## src/gpio_params.svh

```systemverilog
// constants for the three-port pin mode logic
`ifndef GPIO_PARAMS_SVH
`define GPIO_PARAMS_SVH

// ---------------------------------------------------------------
// geometry
// ---------------------------------------------------------------
`define NUM_PORTS  3
`define PORT_W     8
`define PIN_W      24
`define ADDR_W     4

// ---------------------------------------------------------------
// register offsets: addr[3:2] picks the port, addr[1:0] the register
// ---------------------------------------------------------------
`define OFS_DATA   2'h0
`define OFS_DIR    2'h1
`define OFS_ALT_LO 2'h2
`define OFS_ALT_HI 2'h3
`define PORT_NONE  2'h3

// ---------------------------------------------------------------
// reset values per port byte
// ---------------------------------------------------------------
`define RST_DATA   8'h00
`define RST_DIR    8'hff
`define RST_ALT_LO 8'h00
`define RST_ALT_HI 8'h00

`endif

```

## src/gpio_pkg.sv

```systemverilog
// types for the three-port pin mode logic
`default_nettype none
`include "gpio_params.svh"

package gpio_pkg;

  // -------------------------------------------------------------
  // pin modes
  // -------------------------------------------------------------
  typedef enum logic [3:0] {
    MODE_OUT    = 4'h1,
    MODE_IN     = 4'h2,
    MODE_OD     = 4'h3,
    MODE_OS     = 4'h4,
    MODE_RSVD   = 4'h5,
    MODE_DUAL   = 4'h6,
    MODE_ALT    = 4'h7,
    MODE_LEVEL  = 4'h8,
    MODE_SINGLE = 4'h9
  } mode_t;

  typedef logic [`PIN_W-1:0]  pins_t;
  typedef logic [`PORT_W-1:0] byte_t;
  typedef logic [`ADDR_W-1:0] addr_t;

  // -------------------------------------------------------------
  // whole state of the block
  // -------------------------------------------------------------
  typedef struct packed {
    pins_t pin_data_reg;
    pins_t pin_direction_reg;
    pins_t alt_select_low_reg;
    pins_t alt_select_high_reg;
    pins_t sync1;
    pins_t samp;
    pins_t prev;
    pins_t pend;
    pins_t irq;
    byte_t rdata;
  } state_t;

endpackage

`default_nettype wire

```

## src/gpio_port_mode_logic.sv

```systemverilog
// three 8-bit pin ports with per-pin mode, pin sampling and pin irqs
//
// The address-and-strobe port and the address map were left to the implementer.
`default_nettype none
`include "gpio_params.svh"

module gpio_port_mode_logic (
  // clock and reset
  input  wire logic           REF_CLK_I,
  input  wire logic           RST_B_I,
  // register port
  input  wire gpio_pkg::addr_t ADDR_I,
  input  wire gpio_pkg::byte_t WDATA_I,
  input  wire logic           WR_I,
  input  wire logic           RD_I,
  output var  gpio_pkg::byte_t RDATA_O,
  // pins
  input  wire gpio_pkg::pins_t PIN_IN_I,
  output var  gpio_pkg::pins_t PIN_OUT_O,
  output var  gpio_pkg::pins_t PIN_OE_O,
  // alternate functions
  input  wire gpio_pkg::pins_t ALT_OUT_I,
  input  wire gpio_pkg::pins_t ALT_OE_I,
  output var  gpio_pkg::pins_t ALT_IN_O,
  // per-pin interrupt requests
  output var  gpio_pkg::pins_t IRQ_O
);
  import gpio_pkg::*;

  // ---------------------------------------------------------------
  // decoding helpers
  // ---------------------------------------------------------------
  function automatic mode_t mode_of(input logic hi, input logic lo,
                                    input logic dir, input logic dat);
    mode_t m;
    m = MODE_IN;
    casez ({hi, lo, dir, dat})
      4'b000?: m = MODE_OUT;
      4'b001?: m = MODE_IN;
      4'b010?: m = MODE_OD;
      4'b011?: m = MODE_OS;
      4'b1000: m = MODE_RSVD;
      4'b1001: m = MODE_DUAL;
      4'b101?: m = MODE_ALT;
      4'b110?: m = MODE_LEVEL;
      default: m = MODE_SINGLE;
    endcase
    return m;
  endfunction

  function automatic logic is_edge(input mode_t m);
    return (m == MODE_DUAL) || (m == MODE_SINGLE);
  endfunction

  function automatic logic map_hit(input addr_t a);
    return a[3:2] != `PORT_NONE;
  endfunction

  // ---------------------------------------------------------------
  // state
  // ---------------------------------------------------------------
  state_t q;
  state_t d;
  pins_t  clr;
  pins_t  edg;
  pins_t  pin_out;
  pins_t  pin_oe;
  mode_t  modes [`PIN_W];

  always_comb begin
    int    port;
    logic  hit;
    logic  chg;
    logic  lvl;
    mode_t m;
    port = int'(ADDR_I[3:2]);
    hit = map_hit(ADDR_I);
    chg = 1'b0;
    lvl = 1'b0;
    m = MODE_IN;
    d = q;
    clr = '0;
    edg = '0;
    pin_out = '0;
    pin_oe = '0;
    // -------------------------------------------------------------
    // pin sampling
    // -------------------------------------------------------------
    // two-stage sampler, then one more stage for edge compare
    d.sync1 = PIN_IN_I;
    d.samp = q.sync1;
    d.prev = q.samp;

    // -------------------------------------------------------------
    // register writes
    // -------------------------------------------------------------
    // data byte keeps what is written, even in edge modes, so that
    // mode 9 can still be switched between edges
    if (WR_I && hit) begin
      case (ADDR_I[1:0])
        `OFS_DATA:   d.pin_data_reg[port*`PORT_W +: `PORT_W] = WDATA_I;
        `OFS_DIR:    d.pin_direction_reg[port*`PORT_W +: `PORT_W] = WDATA_I;
        `OFS_ALT_LO: d.alt_select_low_reg[port*`PORT_W +: `PORT_W] = WDATA_I;
        default:     d.alt_select_high_reg[port*`PORT_W +: `PORT_W] = WDATA_I;
      endcase
    end

    // -------------------------------------------------------------
    // register reads
    // -------------------------------------------------------------
    // read data stand for one cycle only
    d.rdata = 8'h00;
    if (RD_I && hit) begin
      case (ADDR_I[1:0])
        `OFS_DATA:   d.rdata = q.samp[port*`PORT_W +: `PORT_W];
        `OFS_DIR:    d.rdata = q.pin_direction_reg[port*`PORT_W +: `PORT_W];
        `OFS_ALT_LO: d.rdata = q.alt_select_low_reg[port*`PORT_W +: `PORT_W];
        default:     d.rdata = q.alt_select_high_reg[port*`PORT_W +: `PORT_W];
      endcase
    end

    // -------------------------------------------------------------
    // per-pin mode logic
    // -------------------------------------------------------------
    for (int i = 0; i < `PIN_W; i++) begin
      m = modes[i];
      chg = q.samp[i] ^ q.prev[i];
      case (m)
        MODE_DUAL:   edg[i] = chg;
        MODE_SINGLE: edg[i] = chg && (q.samp[i] == q.pin_data_reg[i]);
        default:     edg[i] = 1'b0;
      endcase
      clr[i] = WR_I && hit && (ADDR_I[1:0] == `OFS_DATA) && (port == i / 8)
               && WDATA_I[i % 8] && is_edge(m);
      // a new edge in the clearing cycle wins over the clear
      d.pend[i] = is_edge(m) ? ((q.pend[i] && !clr[i]) || edg[i])
                             : 1'b0;
      // two successive samples at the selected level
      lvl = (m == MODE_LEVEL) && (q.samp[i] == q.pin_data_reg[i])
            && (q.prev[i] == q.pin_data_reg[i]);
      d.irq[i] = lvl || d.pend[i];
      case (m)
        MODE_OUT: begin
          pin_oe[i] = 1'b1;
          pin_out[i] = q.pin_data_reg[i];
        end
        MODE_OD: begin
          pin_oe[i] = !q.pin_data_reg[i];
          pin_out[i] = 1'b0;
        end
        MODE_OS: begin
          pin_oe[i] = q.pin_data_reg[i];
          pin_out[i] = 1'b1;
        end
        MODE_ALT: begin
          pin_oe[i] = ALT_OE_I[i];
          pin_out[i] = ALT_OUT_I[i];
        end
        default: begin
          // input, reserved and irq modes all float
          pin_oe[i] = 1'b0;
          pin_out[i] = 1'b0;
        end
      endcase
    end
  end

  // ---------------------------------------------------------------
  // per-pin mode decode
  // ---------------------------------------------------------------
  for (genvar g = 0; g < `PIN_W; g++) begin : g_mode
    assign modes[g] = mode_of(q.alt_select_high_reg[g],
                              q.alt_select_low_reg[g],
                              q.pin_direction_reg[g],
                              q.pin_data_reg[g]);
  end

  // ---------------------------------------------------------------
  // registers
  // ---------------------------------------------------------------
  always_ff @(posedge REF_CLK_I or negedge RST_B_I) begin
    if (!RST_B_I) begin
      q.pin_data_reg <= {`NUM_PORTS{`RST_DATA}};
      q.pin_direction_reg <= {`NUM_PORTS{`RST_DIR}};
      q.alt_select_low_reg <= {`NUM_PORTS{`RST_ALT_LO}};
      q.alt_select_high_reg <= {`NUM_PORTS{`RST_ALT_HI}};
      q.sync1 <= '0;
      q.samp <= '0;
      q.prev <= '0;
      q.pend <= '0;
      q.irq <= '0;
      q.rdata <= 8'h00;
    end else begin
      q <= d;
    end
  end

  // ---------------------------------------------------------------
  // outputs
  // ---------------------------------------------------------------
  // alt out/oe pass-through is combinational so the peripheral keeps its timing; alt in is the two-stage sample
  assign PIN_OUT_O = pin_out;
  assign PIN_OE_O = pin_oe;
  assign ALT_IN_O = q.samp;
  assign IRQ_O = q.irq;
  assign RDATA_O = q.rdata;

  // ---------------------------------------------------------------
  // per-pin checks
  // ---------------------------------------------------------------
  for (genvar g = 0; g < `PIN_W; g++) begin : g_chk

  end
endmodule

`default_nettype wire

```

## config.mk

```make
export PLATFORM = sky130hd
export DESIGN_NAME = gpio_port_mode_logic
export DESIGN_NICKNAME = d
export VERILOG_FILES = /design/src/gpio_pkg.sv /design/src/gpio_port_mode_logic.sv
export VERILOG_INCLUDE_DIRS = /design/src
export SDC_FILE = /design/constraint.sdc
export NUM_CORES = 1
export LEC_CHECK = 0
export BUFFER_PORTS_ARGS = -buffer_cell sky130_fd_sc_hd__buf_4
export CAP_MARGIN = 20
export CORE_MARGIN = 10
export CORE_UTILIZATION = 40
export DETAILED_ROUTE_END_ITERATION = 10
export GPL_ROUTABILITY_DRIVEN = 1
export GPL_TIMING_DRIVEN = 0
export PLACE_DENSITY_LB_ADDON = 0.2
export SLEW_MARGIN = 30
export SYNTH_ARGS = -nofsm -noshare
export SYNTH_HDL_FRONTEND = slang
export SYNTH_SLANG_ARGS = --single-unit
```

## constraint.sdc

```tcl
create_clock -name REF_CLK_I -period 2.7 [get_ports REF_CLK_I]
set_clock_uncertainty 0.2 [all_clocks]
set_input_delay 0.27 -clock REF_CLK_I [delete_from_list [all_inputs] [get_ports REF_CLK_I]]
set_output_delay 0.27 -clock REF_CLK_I [all_outputs]
set_load 0.01 [all_outputs]
```

==> results of run 1 <==
## critical path: cells and delay by family (launching register included)
| kind | cells | cell delay [ns] |
|---|---|---|
| DFF | 1 | 0.51 |
| buffers and inverters | 2 | 0.49 |
| AOI/OAI and AO/OA | 2 | 0.30 |
| and+or+nand+nor | 1 | 0.27 |
## stage by stage
stage / setup TNS, ns / util (%) / hold slack [ns]
2_1_floorplan: 0 / - / -0.226
3_3_place_gp: -121.36 / 46.8 / 0.132
3_5_place_dp: -0.541 / 47.0 / 0.114
4_1_cts: 0 / 50.6 / 0.110
5_1_grt: 0 / 50.6 / 0.146
6_report: 0 / 50.6 / 0.0999
## power breakdown
part           total [W]  switching (W)  internal (W)
Clock            0.00344        0.00146       0.00198
Combinational    0.00152       0.000875      0.000644
Sequential       0.00373       0.000164       0.00357
Total            0.00869        0.00250       0.00619
## state kept, by name, summed over array words and instances, names as in the netlist
register / flops
q: 144
ALT_IN_O: 24
IRQ_O: 24
d: 24
RDATA_O: 8
## routing by layer
layer  GRT usage, %  wire, µm
met1           27.0     16300
met2           31.7     17800
met3           4.30      3020
met4           6.12      1040
met5              0         0
## final timing paths
path	to	slack [ns]	depth (start not counted)
worst max-delay path	PIN_OE_O[6]	0.11	5
worst min register to register	ALT_IN_O[13]	0.15	0
max in group asynchronous	q[178]	1.30	3
worst max register to register	RDATA_O[4]	0.59	5
min in group REF_CLK_I	q[201]	0.13	3
worst min-delay path	d[101]	0.1	2
## area by class of cell
type / count / area share, %
tap: 390 / 3.26
antenna: 1 / 0.0167
buffer: 164 / 5.74
clock buffer: 34 / 4.83
sequential: 224 / 37.7
multi-input combinational: 877 / 35.3
clock inverter: 13 / 0.669
inverter: 47 / 1.18
timing repair buffer: 210 / 11.3
## cells by family after synthesis
group / share of synthesized area (%)
and+or+nand+nor: 17.4
AOI/OAI and AO/OA: 22.6
DFF: 47.1
buffers and inverters: 8.77
muxes: 2.82
xor gates and xnor gates: 0.732
adders and majority gates: 0.627
## layout by cell type (no fill, tap or decap), types with 24 or more instances in the layout
| master | instances |
|---|---|
| clkbuf_1 | 95 |
| a21oi_1 | 57 |
| o22ai_1 | 60 |
| buf_4 | 238 |
| and2_1 | 41 |
| a31oi_1 | 29 |
| dfstp_2 | 24 |
| dlygate4sd3_1 | 26 |
| nand3_1 | 30 |
| inv_1 | 47 |
| nor2_1 | 90 |
| nand2_1 | 181 |
| dfrtp_1 | 200 |
| clkbuf_16 | 27 |
| a32o_1 | 34 |
| o21ai_0 | 115 |
## timing repair
item | 4_1_cts | 5_1_grt
hold endpoints to repair | 101 | 0
hold buffers | 26 | 0
setup endpoints to repair | 0 | 4
==> impl_metrics.yaml, run 1 <==
status:
  status: "finished clean"
sta:
  slew_viol_final: 0
  setup_ws_ns: 0.108
  period_needed_ns: 2.59
  setup_violations: 0
  final-hold-violation-count: 0
  relSlewSlack_pct: 39.6
  period_share_pct: 96.0
  clock.fmax_ghz: 0.386
  tightest_slew_ns: 0.907
  rsz0062_at_grt: "no"
synth:
  synth.top_cell.area_share_pct: 41.8
  ys_ff_latch: 224
  yosysMostFrequentCell: "dfrtp_1"
  ys_warn_count: 0
  synth_top_area_cell: "dfrtp_1"
  synth_area_leaders: "dfrtp_1 (42%), nand2_1 (5.7%), dfstp_2 (5.3%)"
  ys_types: 55
  async_flop_share_pct: 100
  yosys-top-cells-count: "dfrtp_1 (200), nand2_1 (181), o21ai_0 (115), clkbuf_1 (94), nor2_1 (90)"
  syn_avg_cell_area_um2: 9.10
  synth_nets: 1410
  synth_edf_count: 0
  synth-seq-area-share_pct: 47.1
  syn_area_um2: 12000
  synthCells: 1316
  synth-main-ff-cell: "dfrtp_1"
global_route:
  grt_max_degree: 85
  track_usage_pct: 20.0
  grt_pass1_wl_um: 58800
  antenna_found_initial: 1
  grt_overflow: 0
  grt_pass1_vias: 10355
cells_and_area:
  seq_area_um2: 5640
  multi_input_area_um2: 5290
  instances_no_fill: 1960
  fillerInstances: 2762
  final_area_um2: 15000
  syn2layout_area_growth_pct: 24.9
  nets: 1645
  drive_above_1_share_pct: 22.2
place:
  io_buffers: 182
  dpl.hpwl_um: 26900
  post-place-ws_ns: -0.0607
  gp_congestion: 0.907
  placed_cell_area_um2: 13900
  numPlacedInstances: 1890
detailed_routing:
  drt-initial-drc-count: 945
  wirelength_um: 38200
  viasPerCell: 5.51
  drtPass1Iterations: 6
  post-route-drc-count: 0
  vias: 10797
  wire_per_inst_um: 19.5
  ant_nets: 0
clock_network:
  insertion_delay_ns: 0.55
  post-cts-setup-buffer-count: 0
  cts_resized: 0
  clk_pin_slew_worst_paths_ns: 0.06
  h-tree-depth: 1
  cts_sinks: 224
  cts_tree: "done"
  cts_buffers: 27
  cts_buffer_depth: 3
  cts_root_buf: "clkbuf_16"
critical_path:
  critPathLaunch: "q[182]"
  required_ns: 2.23
  cp-end-kind: "output pin"
  startpoint_type: "flip-flop"
  crit_path_max_fanout: 10
  cp.arrival_ns: 2.12
  worstSetupPathType: "reg -> out"
  timing.rr.start: "q[188]"
  cpPeakStageDelay_ns: 0.51
  crit_slowest_cell: "dfstp_2"
  crit_path_cell_trace: "clkbuf_1 > and2_1 > a21oi_1 > o22ai_1 > buf_4"
die:
  row_count: 63
  die_h_um: 193
  start_util_pct: 40.5
  die_w_um: 193
  design.core.area_um2: 29600
  top_level_ports: 192
  dieArea_um2: 37200
run:
  maxCapViolCount: 0
pwr:
  p_per_area_nw_per_um2: 581
  power_leakage_nw: 6.68
  p_total_w: 0.00869
  vdd_drop_max_mv: 0.418
hold_path:
  hold_class: "in -> async"
(Power assumes the default switching activity.)
==> inputs of run 2 (changes only) <==
--- a/config.mk
+++ b/config.mk
@@ -9,11 +9,11 @@
 export BUFFER_PORTS_ARGS = -buffer_cell sky130_fd_sc_hd__buf_4
 export CAP_MARGIN = 20
 export CORE_MARGIN = 10
-export CORE_UTILIZATION = 40
+export CORE_UTILIZATION = 41
 export DETAILED_ROUTE_END_ITERATION = 10
 export GPL_ROUTABILITY_DRIVEN = 1
 export GPL_TIMING_DRIVEN = 0
-export PLACE_DENSITY_LB_ADDON = 0.2
+export PLACE_DENSITY = 0.62
 export SLEW_MARGIN = 30
 export SYNTH_ARGS = -nofsm -noshare
 export SYNTH_HDL_FRONTEND = slang
==> constraint.sdc (replaced) <==
create_clock -name REF_CLK_I -period 2.6 [get_ports REF_CLK_I]
set_clock_uncertainty 0.2 [all_clocks]
set_input_delay 0.26 -clock REF_CLK_I [delete_from_list [all_inputs] [get_ports REF_CLK_I]]
set_output_delay 0.26 -clock REF_CLK_I [all_outputs]
set_load 0.01 [all_outputs]
==> run 2 against run 1 <==
Die area down 2.2%. Total power up 5.2%. Critical path depth is the same. Global-route usage increased by 0.23 points. Non-clock buffer count decreased by 6. Sequential cell count unchanged. Register-to-register slack got worse by 0.08 ns. Sequential share of layout area about the same. Setup slack gained 0.019 ns. First-iteration DRC count is 6.1% lower. Worst hold slack worse by 0.066 ns. Critical path type unchanged.
==> impl_metrics.yaml, run 2 (same netlist as run 1, synthesis figures left out) <==
status:
  status: "finished clean"
cells_and_area:
  instances_no_fill: 1951
  mostFrequentLayoutCell: "buf_4"
  final_area_um2: 15000
  nets: 1639
  top_register: "q"
  drive_above_1_share_pct: 22.2
  mostFrequentLayoutCells: "buf_4 (238), dfrtp_1 (200), nand2_1 (181)"
  syn2layout_area_growth_pct: 25.1
  largest_register_ffs: 144
critical_path:
  cp.arrival_ns: 2.01
  cp-end-kind: "output pin"
  startpoint_type: "flip-flop"
  required_ns: 2.14
  rr_worst_depth: 5
  cp-endpoint: "PIN_OE_O[0]"
  rr_endpoint: "IRQ_O[17]"
  crit_slowest_cell: "dfstp_2"
  reg2reg_slack_ns: 0.51
  cpPeakStageDelay_ns: 0.51
  critPathLaunch: "q[176]"
  timing.rr.start: "q[193]"
  crit_path_cell_trace: "clkbuf_1 > and2_1 > a21oi_1 > o22ai_1 > buf_4"
  worstSetupPathType: "reg -> out"
  crit_path_max_fanout: 10
sta:
  period_share_pct: 95.1
  setup_ws_ns: 0.126
  finalSetupTns_ns: 0
  holdWs_ns: 0.0338
  clock.fmax_ghz: 0.404
  setup_violations: 0
  period_needed_ns: 2.47
  final-hold-violation-count: 0
  rsz0062_at_grt: "no"
  relSlewSlack_pct: 36.3
  tightest_slew_ns: 0.956
  slew_viol_final: 0
detailed_routing:
  wirelength_um: 37400
  drtPass1Iterations: 6
  ant_nets: 0
  viasPerCell: 5.46
  wire_per_inst_um: 19.2
  drt-initial-drc-count: 887
  vias: 10652
  post-route-drc-count: 0
die:
  top_level_ports: 192
  die_w_um: 191
  start_util_pct: 41.6
  row_count: 62
  dieArea_um2: 36400
  design.core.area_um2: 28800
  die_h_um: 191
place:
  dpl.hpwl_um: 26300
  io_buffers: 182
  post-place-ws_ns: -0.120
  numPlacedInstances: 1884
  placed_cell_area_um2: 13900
  gp_congestion: 0.931
global_route:
  grt_overflow: 0
  grt_pass1_vias: 10358
  antenna_found_initial: 0
  track_usage_pct: 20.2
  grt_pass1_wl_um: 59100
  grt_max_degree: 85
clock_network:
  h-tree-depth: 1
  cts_resized: 0
  post-cts-setup-buffer-count: 0
  cts_tree: "done"
  clk_pin_slew_worst_paths_ns: 0.06
  cts_sinks: 224
  cts_buffer_depth: 3
  cts_buffers: 27
  cts_root_buf: "clkbuf_16"
  insertion_delay_ns: 0.54
pwr:
  power_leakage_nw: 6.68
  p_per_area_nw_per_um2: 611
  vdd_drop_max_mv: 0.405
hold_path:
  hold_class: "in -> reg"
run:
  maxCapViolCount: 0
## run 2: changes by cell type in the layout (fill, tap and decap cells not counted), sizes merged
| cell | before | now |
|---|---|---|
| clkinv | 9 | 3 |
| clkbuf | 127 | 132 |
| dlygate4sd3 | 26 | 25 |
| inv | 49 | 48 |
## run 2: how the worst min path moves through the flow
| stage | from | end | cells past startpoint |
|---|---|---|---|
| 2_1_floorplan | RST_B_I | ALT_IN_O[0] | 0 |
| 3_3_place_gp | d[85] | ALT_IN_O[5] | 0 |
| 3_5_place_dp | RST_B_I | ALT_IN_O[13] | 1 |
| 4_1_cts | ADDR_I[2] | q[195] | 4 |
| 5_1_grt | ADDR_I[2] | q[219] | 4 |
| 6_report | ADDR_I[2] | q[195] | 4 |
## run 2: layout make-up
cell class | count | area [µm²]
Fill cell | 2632 | 13800
Sequential cell | 224 | 5640
Multi-Input combinational cell | 877 | 5290
Timing Repair Buffer | 209 | 1680
Buffer | 159 | 840
Clock buffer | 44 | 810
Tap cell | 384 | 480
Inverter | 47 | 176
Clock inverter | 6 | 61.3
Antenna cell | 1 | 2.50
## run 2: critical path, delay by kind of cell (launching register included)
family	cells	cell delay, ns
flip-flops	1	0.51
AO/OA/AOI/OAI	2	0.26
AND/OR/NAND/NOR	1	0.24
buffers and inverters	2	0.46
## run 2: layer usage
| layer | global-route usage, % | wire (µm) | vias to the layer above |
|---|---|---|---|
| li1 | - | - | 5122 |
| met2 | 32.6 | 17500 | 351 |
| met4 | 4.21 | 600 | 0 |
| met1 | 27.4 | 16400 | 5140 |
| met5 | 0 | 0 | - |
| met3 | 4.22 | 2860 | 39 |
## run 2: metrics by stage
stage / total power [W] / util [%]
detailed placement: 0.00547 / 48.2
global placement: 0.00542 / 48.0
CTS: 0.00923 / 52.1
floorplan: 0.00481 / -
finish: 0.00914 / 52.0
global route: 0.00958 / 52.0
## run 2: repair_timing
item	CTS	global route
hold endpoints to repair	222	0
gates cloned	0	0
hold buffers	25	0
pin swaps	0	0
setup endpoints to repair	1	12
## run 2: where the power goes
group          internal (W)  switching (W)
logic              0.000665       0.000881
registers           0.00371       0.000184
clock network       0.00222        0.00149
==> inputs of run 3 (changes only) <==
--- a/config.mk
+++ b/config.mk
@@ -6,6 +6,7 @@
 export SDC_FILE = /design/constraint.sdc
 export NUM_CORES = 1
 export LEC_CHECK = 0
+export ABC_AREA = 1
 export BUFFER_PORTS_ARGS = -buffer_cell sky130_fd_sc_hd__buf_4
 export CAP_MARGIN = 20
 export CORE_MARGIN = 10
@@ -13,7 +14,6 @@
 export DETAILED_ROUTE_END_ITERATION = 10
 export GPL_ROUTABILITY_DRIVEN = 1
 export GPL_TIMING_DRIVEN = 0
-export PLACE_DENSITY = 0.62
 export SLEW_MARGIN = 30
 export SYNTH_ARGS = -nofsm -noshare
 export SYNTH_HDL_FRONTEND = slang
==> run 3 against run 2 <==
Sequential share of layout area is 0.75 points lower. Worst hold slack better by 0.077 ns. Critical path type unchanged. Clock power is 2% higher. Register-to-register slack better by 0.24 ns. Sequential power is 15% higher. Critical path depth stayed put. Synthesized cell count is 19% higher. Non-clock buffer count is 47 lower. Highest routed layer unchanged. Clock-buffer cell count is 1 lower. Die area is 0.47% higher. Cell count is 14% higher.
==> impl_metrics.yaml, run 3 <==
status:
  status: "finished clean"
critical_path:
  crit_path_max_fanout: 8
  rr_endpoint: "RDATA_O[0]"
  cp.arrival_ns: 1.92
  timing.rr.start: "q[192]"
  reg2reg_slack_ns: 0.75
  startpoint_type: "flip-flop"
  worstSetupPathType: "reg -> out"
  critPathLaunch: "q[186]"
  rr_worst_depth: 7
  required_ns: 2.14
  cp-endpoint: "PIN_OUT_O[10]"
  cp-end-kind: "output pin"
run:
  maxCapViolCount: 0
global_route:
  grt_pass1_wl_um: 59400
  grt_overflow: 0
  grt_pass1_vias: 10819
  grt_max_degree: 81
  track_usage_pct: 20.4
  antenna_found_initial: 0
clock_network:
  h-tree-depth: 1
  cts_tree: "done"
  cts_buffer_depth: 3
  clk_pin_slew_worst_paths_ns: 0.07
  cts_resized: 0
  cts_sinks: 224
  insertion_delay_ns: 0.54
  cts_root_buf: "clkbuf_16"
  cts_buffers: 27
sta:
  rsz0062_at_grt: "no"
  holdWs_ns: 0.110
  slew_viol_final: 0
  clock.fmax_ghz: 0.420
  relSlewSlack_pct: 50.6
  tightest_slew_ns: 0.740
  period_needed_ns: 2.38
  finalSetupTns_ns: 0
  period_share_pct: 91.6
  final-hold-violation-count: 0
  setup_violations: 0
place:
  dpl.hpwl_um: 28000
  gp_congestion: 0.925
  placed_cell_area_um2: 14000
  numPlacedInstances: 2138
  io_buffers: 191
cells_and_area:
  largest_register_ffs: 144
  final_area_um2: 15300
  drive_above_1_share_pct: 20.0
  n_antenna_cell: 0
  syn2layout_area_growth_pct: 26.9
  mostFrequentLayoutCell: "nand2_1"
  utilization_pct: 52.9
  instances_no_fill: 2221
  top_register: "q"
  mostFrequentLayoutCells: "nand2_1 (445), buf_4 (251), dfrtp_1 (200)"
  nets: 1912
detailed_routing:
  vias: 11271
  met3_wirelength_um: 2700
  wl_met2_um: 17600
  topRoutingLayerUsed: "met4"
  drtPass1Iterations: 5
  wire_per_inst_um: 17.1
  ant_nets: 0
  met1_length_um: 16900
  wirelength_um: 38000
  viasPerCell: 5.07
  drt-initial-drc-count: 941
  post-route-drc-count: 0
synth:
  syn_area_um2: 12000
  synth-seq-area-share_pct: 46.8
  synth_edf_count: 0
  ys_types: 40
  muxShareOfSynthArea_pct: 0
  ys_ff_latch: 224
  synth-xor-area-share_pct: 1.46
  synthCells: 1560
  synth_fa_ha_area_share_pct: 0.624
  yosysMostFrequentCell: "nand2_1"
  synth_compound_area_share_pct: 11.3
  synth_top_area_cell: "dfrtp_1"
  synthSimpleGateAreaFrac_pct: 28.3
  yosys-top-cells-count: "nand2_1 (445), dfrtp_1 (200), inv_1 (194), o21ai_0 (149), nand3_1 (138)"
  synth-main-ff-cell: "dfrtp_1"
  ys_warn_count: 0
  async_flop_share_pct: 100
  synth_top_family_by_area: "simple AND/OR/NAND/NOR gates"
  synth_nets: 1654
  synth.top_cell.area_share_pct: 41.6
  syn_avg_cell_area_um2: 7.71
  synth_area_leaders: "dfrtp_1 (42%), nand2_1 (14%), o21ai_0 (6.2%)"
pwr:
  p_switching_w: 0.00366
  vdd_drop_max_mv: 0.425
  internal_power_w: 0.00747
  p_per_area_nw_per_um2: 729
  switching_share_pct: 32.9
  comb_power_share_pct: 26.0
  p_seq_share_pct: 40.1
  power_leakage_nw: 7.78
  clockPowerShare_pct: 33.9
hold_path:
  hold_class: "in -> async"
die:
  die_h_um: 191
  dieArea_um2: 36600
  start_util_pct: 41.7
  row_count: 62
  die_w_um: 191
  top_level_ports: 192
  design.core.area_um2: 28900
==> run 3: changes by cell type in the layout (fill, tap and decap cells not counted), sizes merged, moves of 34 or more <==
cell / before / now
a21oi: 57 / 22
a32o: 34 / 0
and2: 41 / 2
clkbuf: 132 / 58
inv: 48 / 198
nand2: 181 / 452
nand3: 30 / 138
nand4: 0 / 37
o21ai: 119 / 163
o22ai: 60 / 0
==> run 3: layout make-up <==
class / instances / area, µm²
inverters: 199 / 749
clock inverters: 5 / 50.0
flip-flops and latches: 224 / 5640
repair buffers: 229 / 1870
well taps: 384 / 480
multi-input cells: 1045 / 5010
clock buffers: 43 / 836
plain buffers: 92 / 636
fillers: 2769 / 13600
==> run 3: repair_timing <==
item / in CTS / in global routing
endpoints found under the setup margin: 0 / 0
hold endpoints to repair: 233 / 0
hold buffers: 35 / 0
setup buffers: 0 / 0
==> run 3: worst max-delay path: stages, from the launching register on <==
cell,delay [ns]
dfstp_2,0.37
clkbuf_1,0.18
nor2_1,0.21
inv_1,0.06
o311ai_0,0.37
buf_4,0.20
==> run 3: layer usage <==
metal / global-route usage (%) / vias up
li1: - / 5545
met1: 27.8 / 5266
met2: 32.7 / 400
met3: 3.74 / 60
met4: 5.14 / 0
met5: 0 / -
==> run 3: stage by stage <==
stage / setup WS, ns / power [W]
after CTS: 0.205 / 0.0112
after detailed placement: -0.0616 / 0.00736
final: 0.218 / 0.0111
after global routing: 0.116 / 0.0118
after floorplan: 0.590 / 0.00608
after global placement: -0.733 / 0.00728
==> run 3: how the worst min path moves through the flow <==
stage | startpoint | to | slack, ns | depth (start not counted)
final | RST_B_I | d[98] | 0.11 | 3
after global placement | d[96] | ALT_IN_O[16] | 0.13 | 0
after floorplan | RST_B_I | ALT_IN_O[0] | -0.24 | 0
after CTS | WR_I | q[181] | 0.1 | 5
after global routing | WR_I | q[181] | 0.14 | 5
after detailed placement | RST_B_I | ALT_IN_O[18] | -0.16 | 1
==> run 3: power by group through the flow <==
stage / Clock, W / Combinational, W / Sequential [W]
finish: 0.00377 / 0.00290 / 0.00446
global route: 0.00399 / 0.00324 / 0.00453
CTS: 0.00384 / 0.00291 / 0.00445
detailed placement: 0 / 0.00285 / 0.00451
global placement: 0 / 0.00279 / 0.00449
floorplan: 0 / 0.00170 / 0.00437
==> run 3: cells by family after synthesis <==
kind of cell | after synthesis
and+or+nand+nor | 779
buffers and inverters | 291
AOI/OAI and AO/OA | 240
DFF | 224
xor gates and xnor gates | 20
adders and majority gates | 6
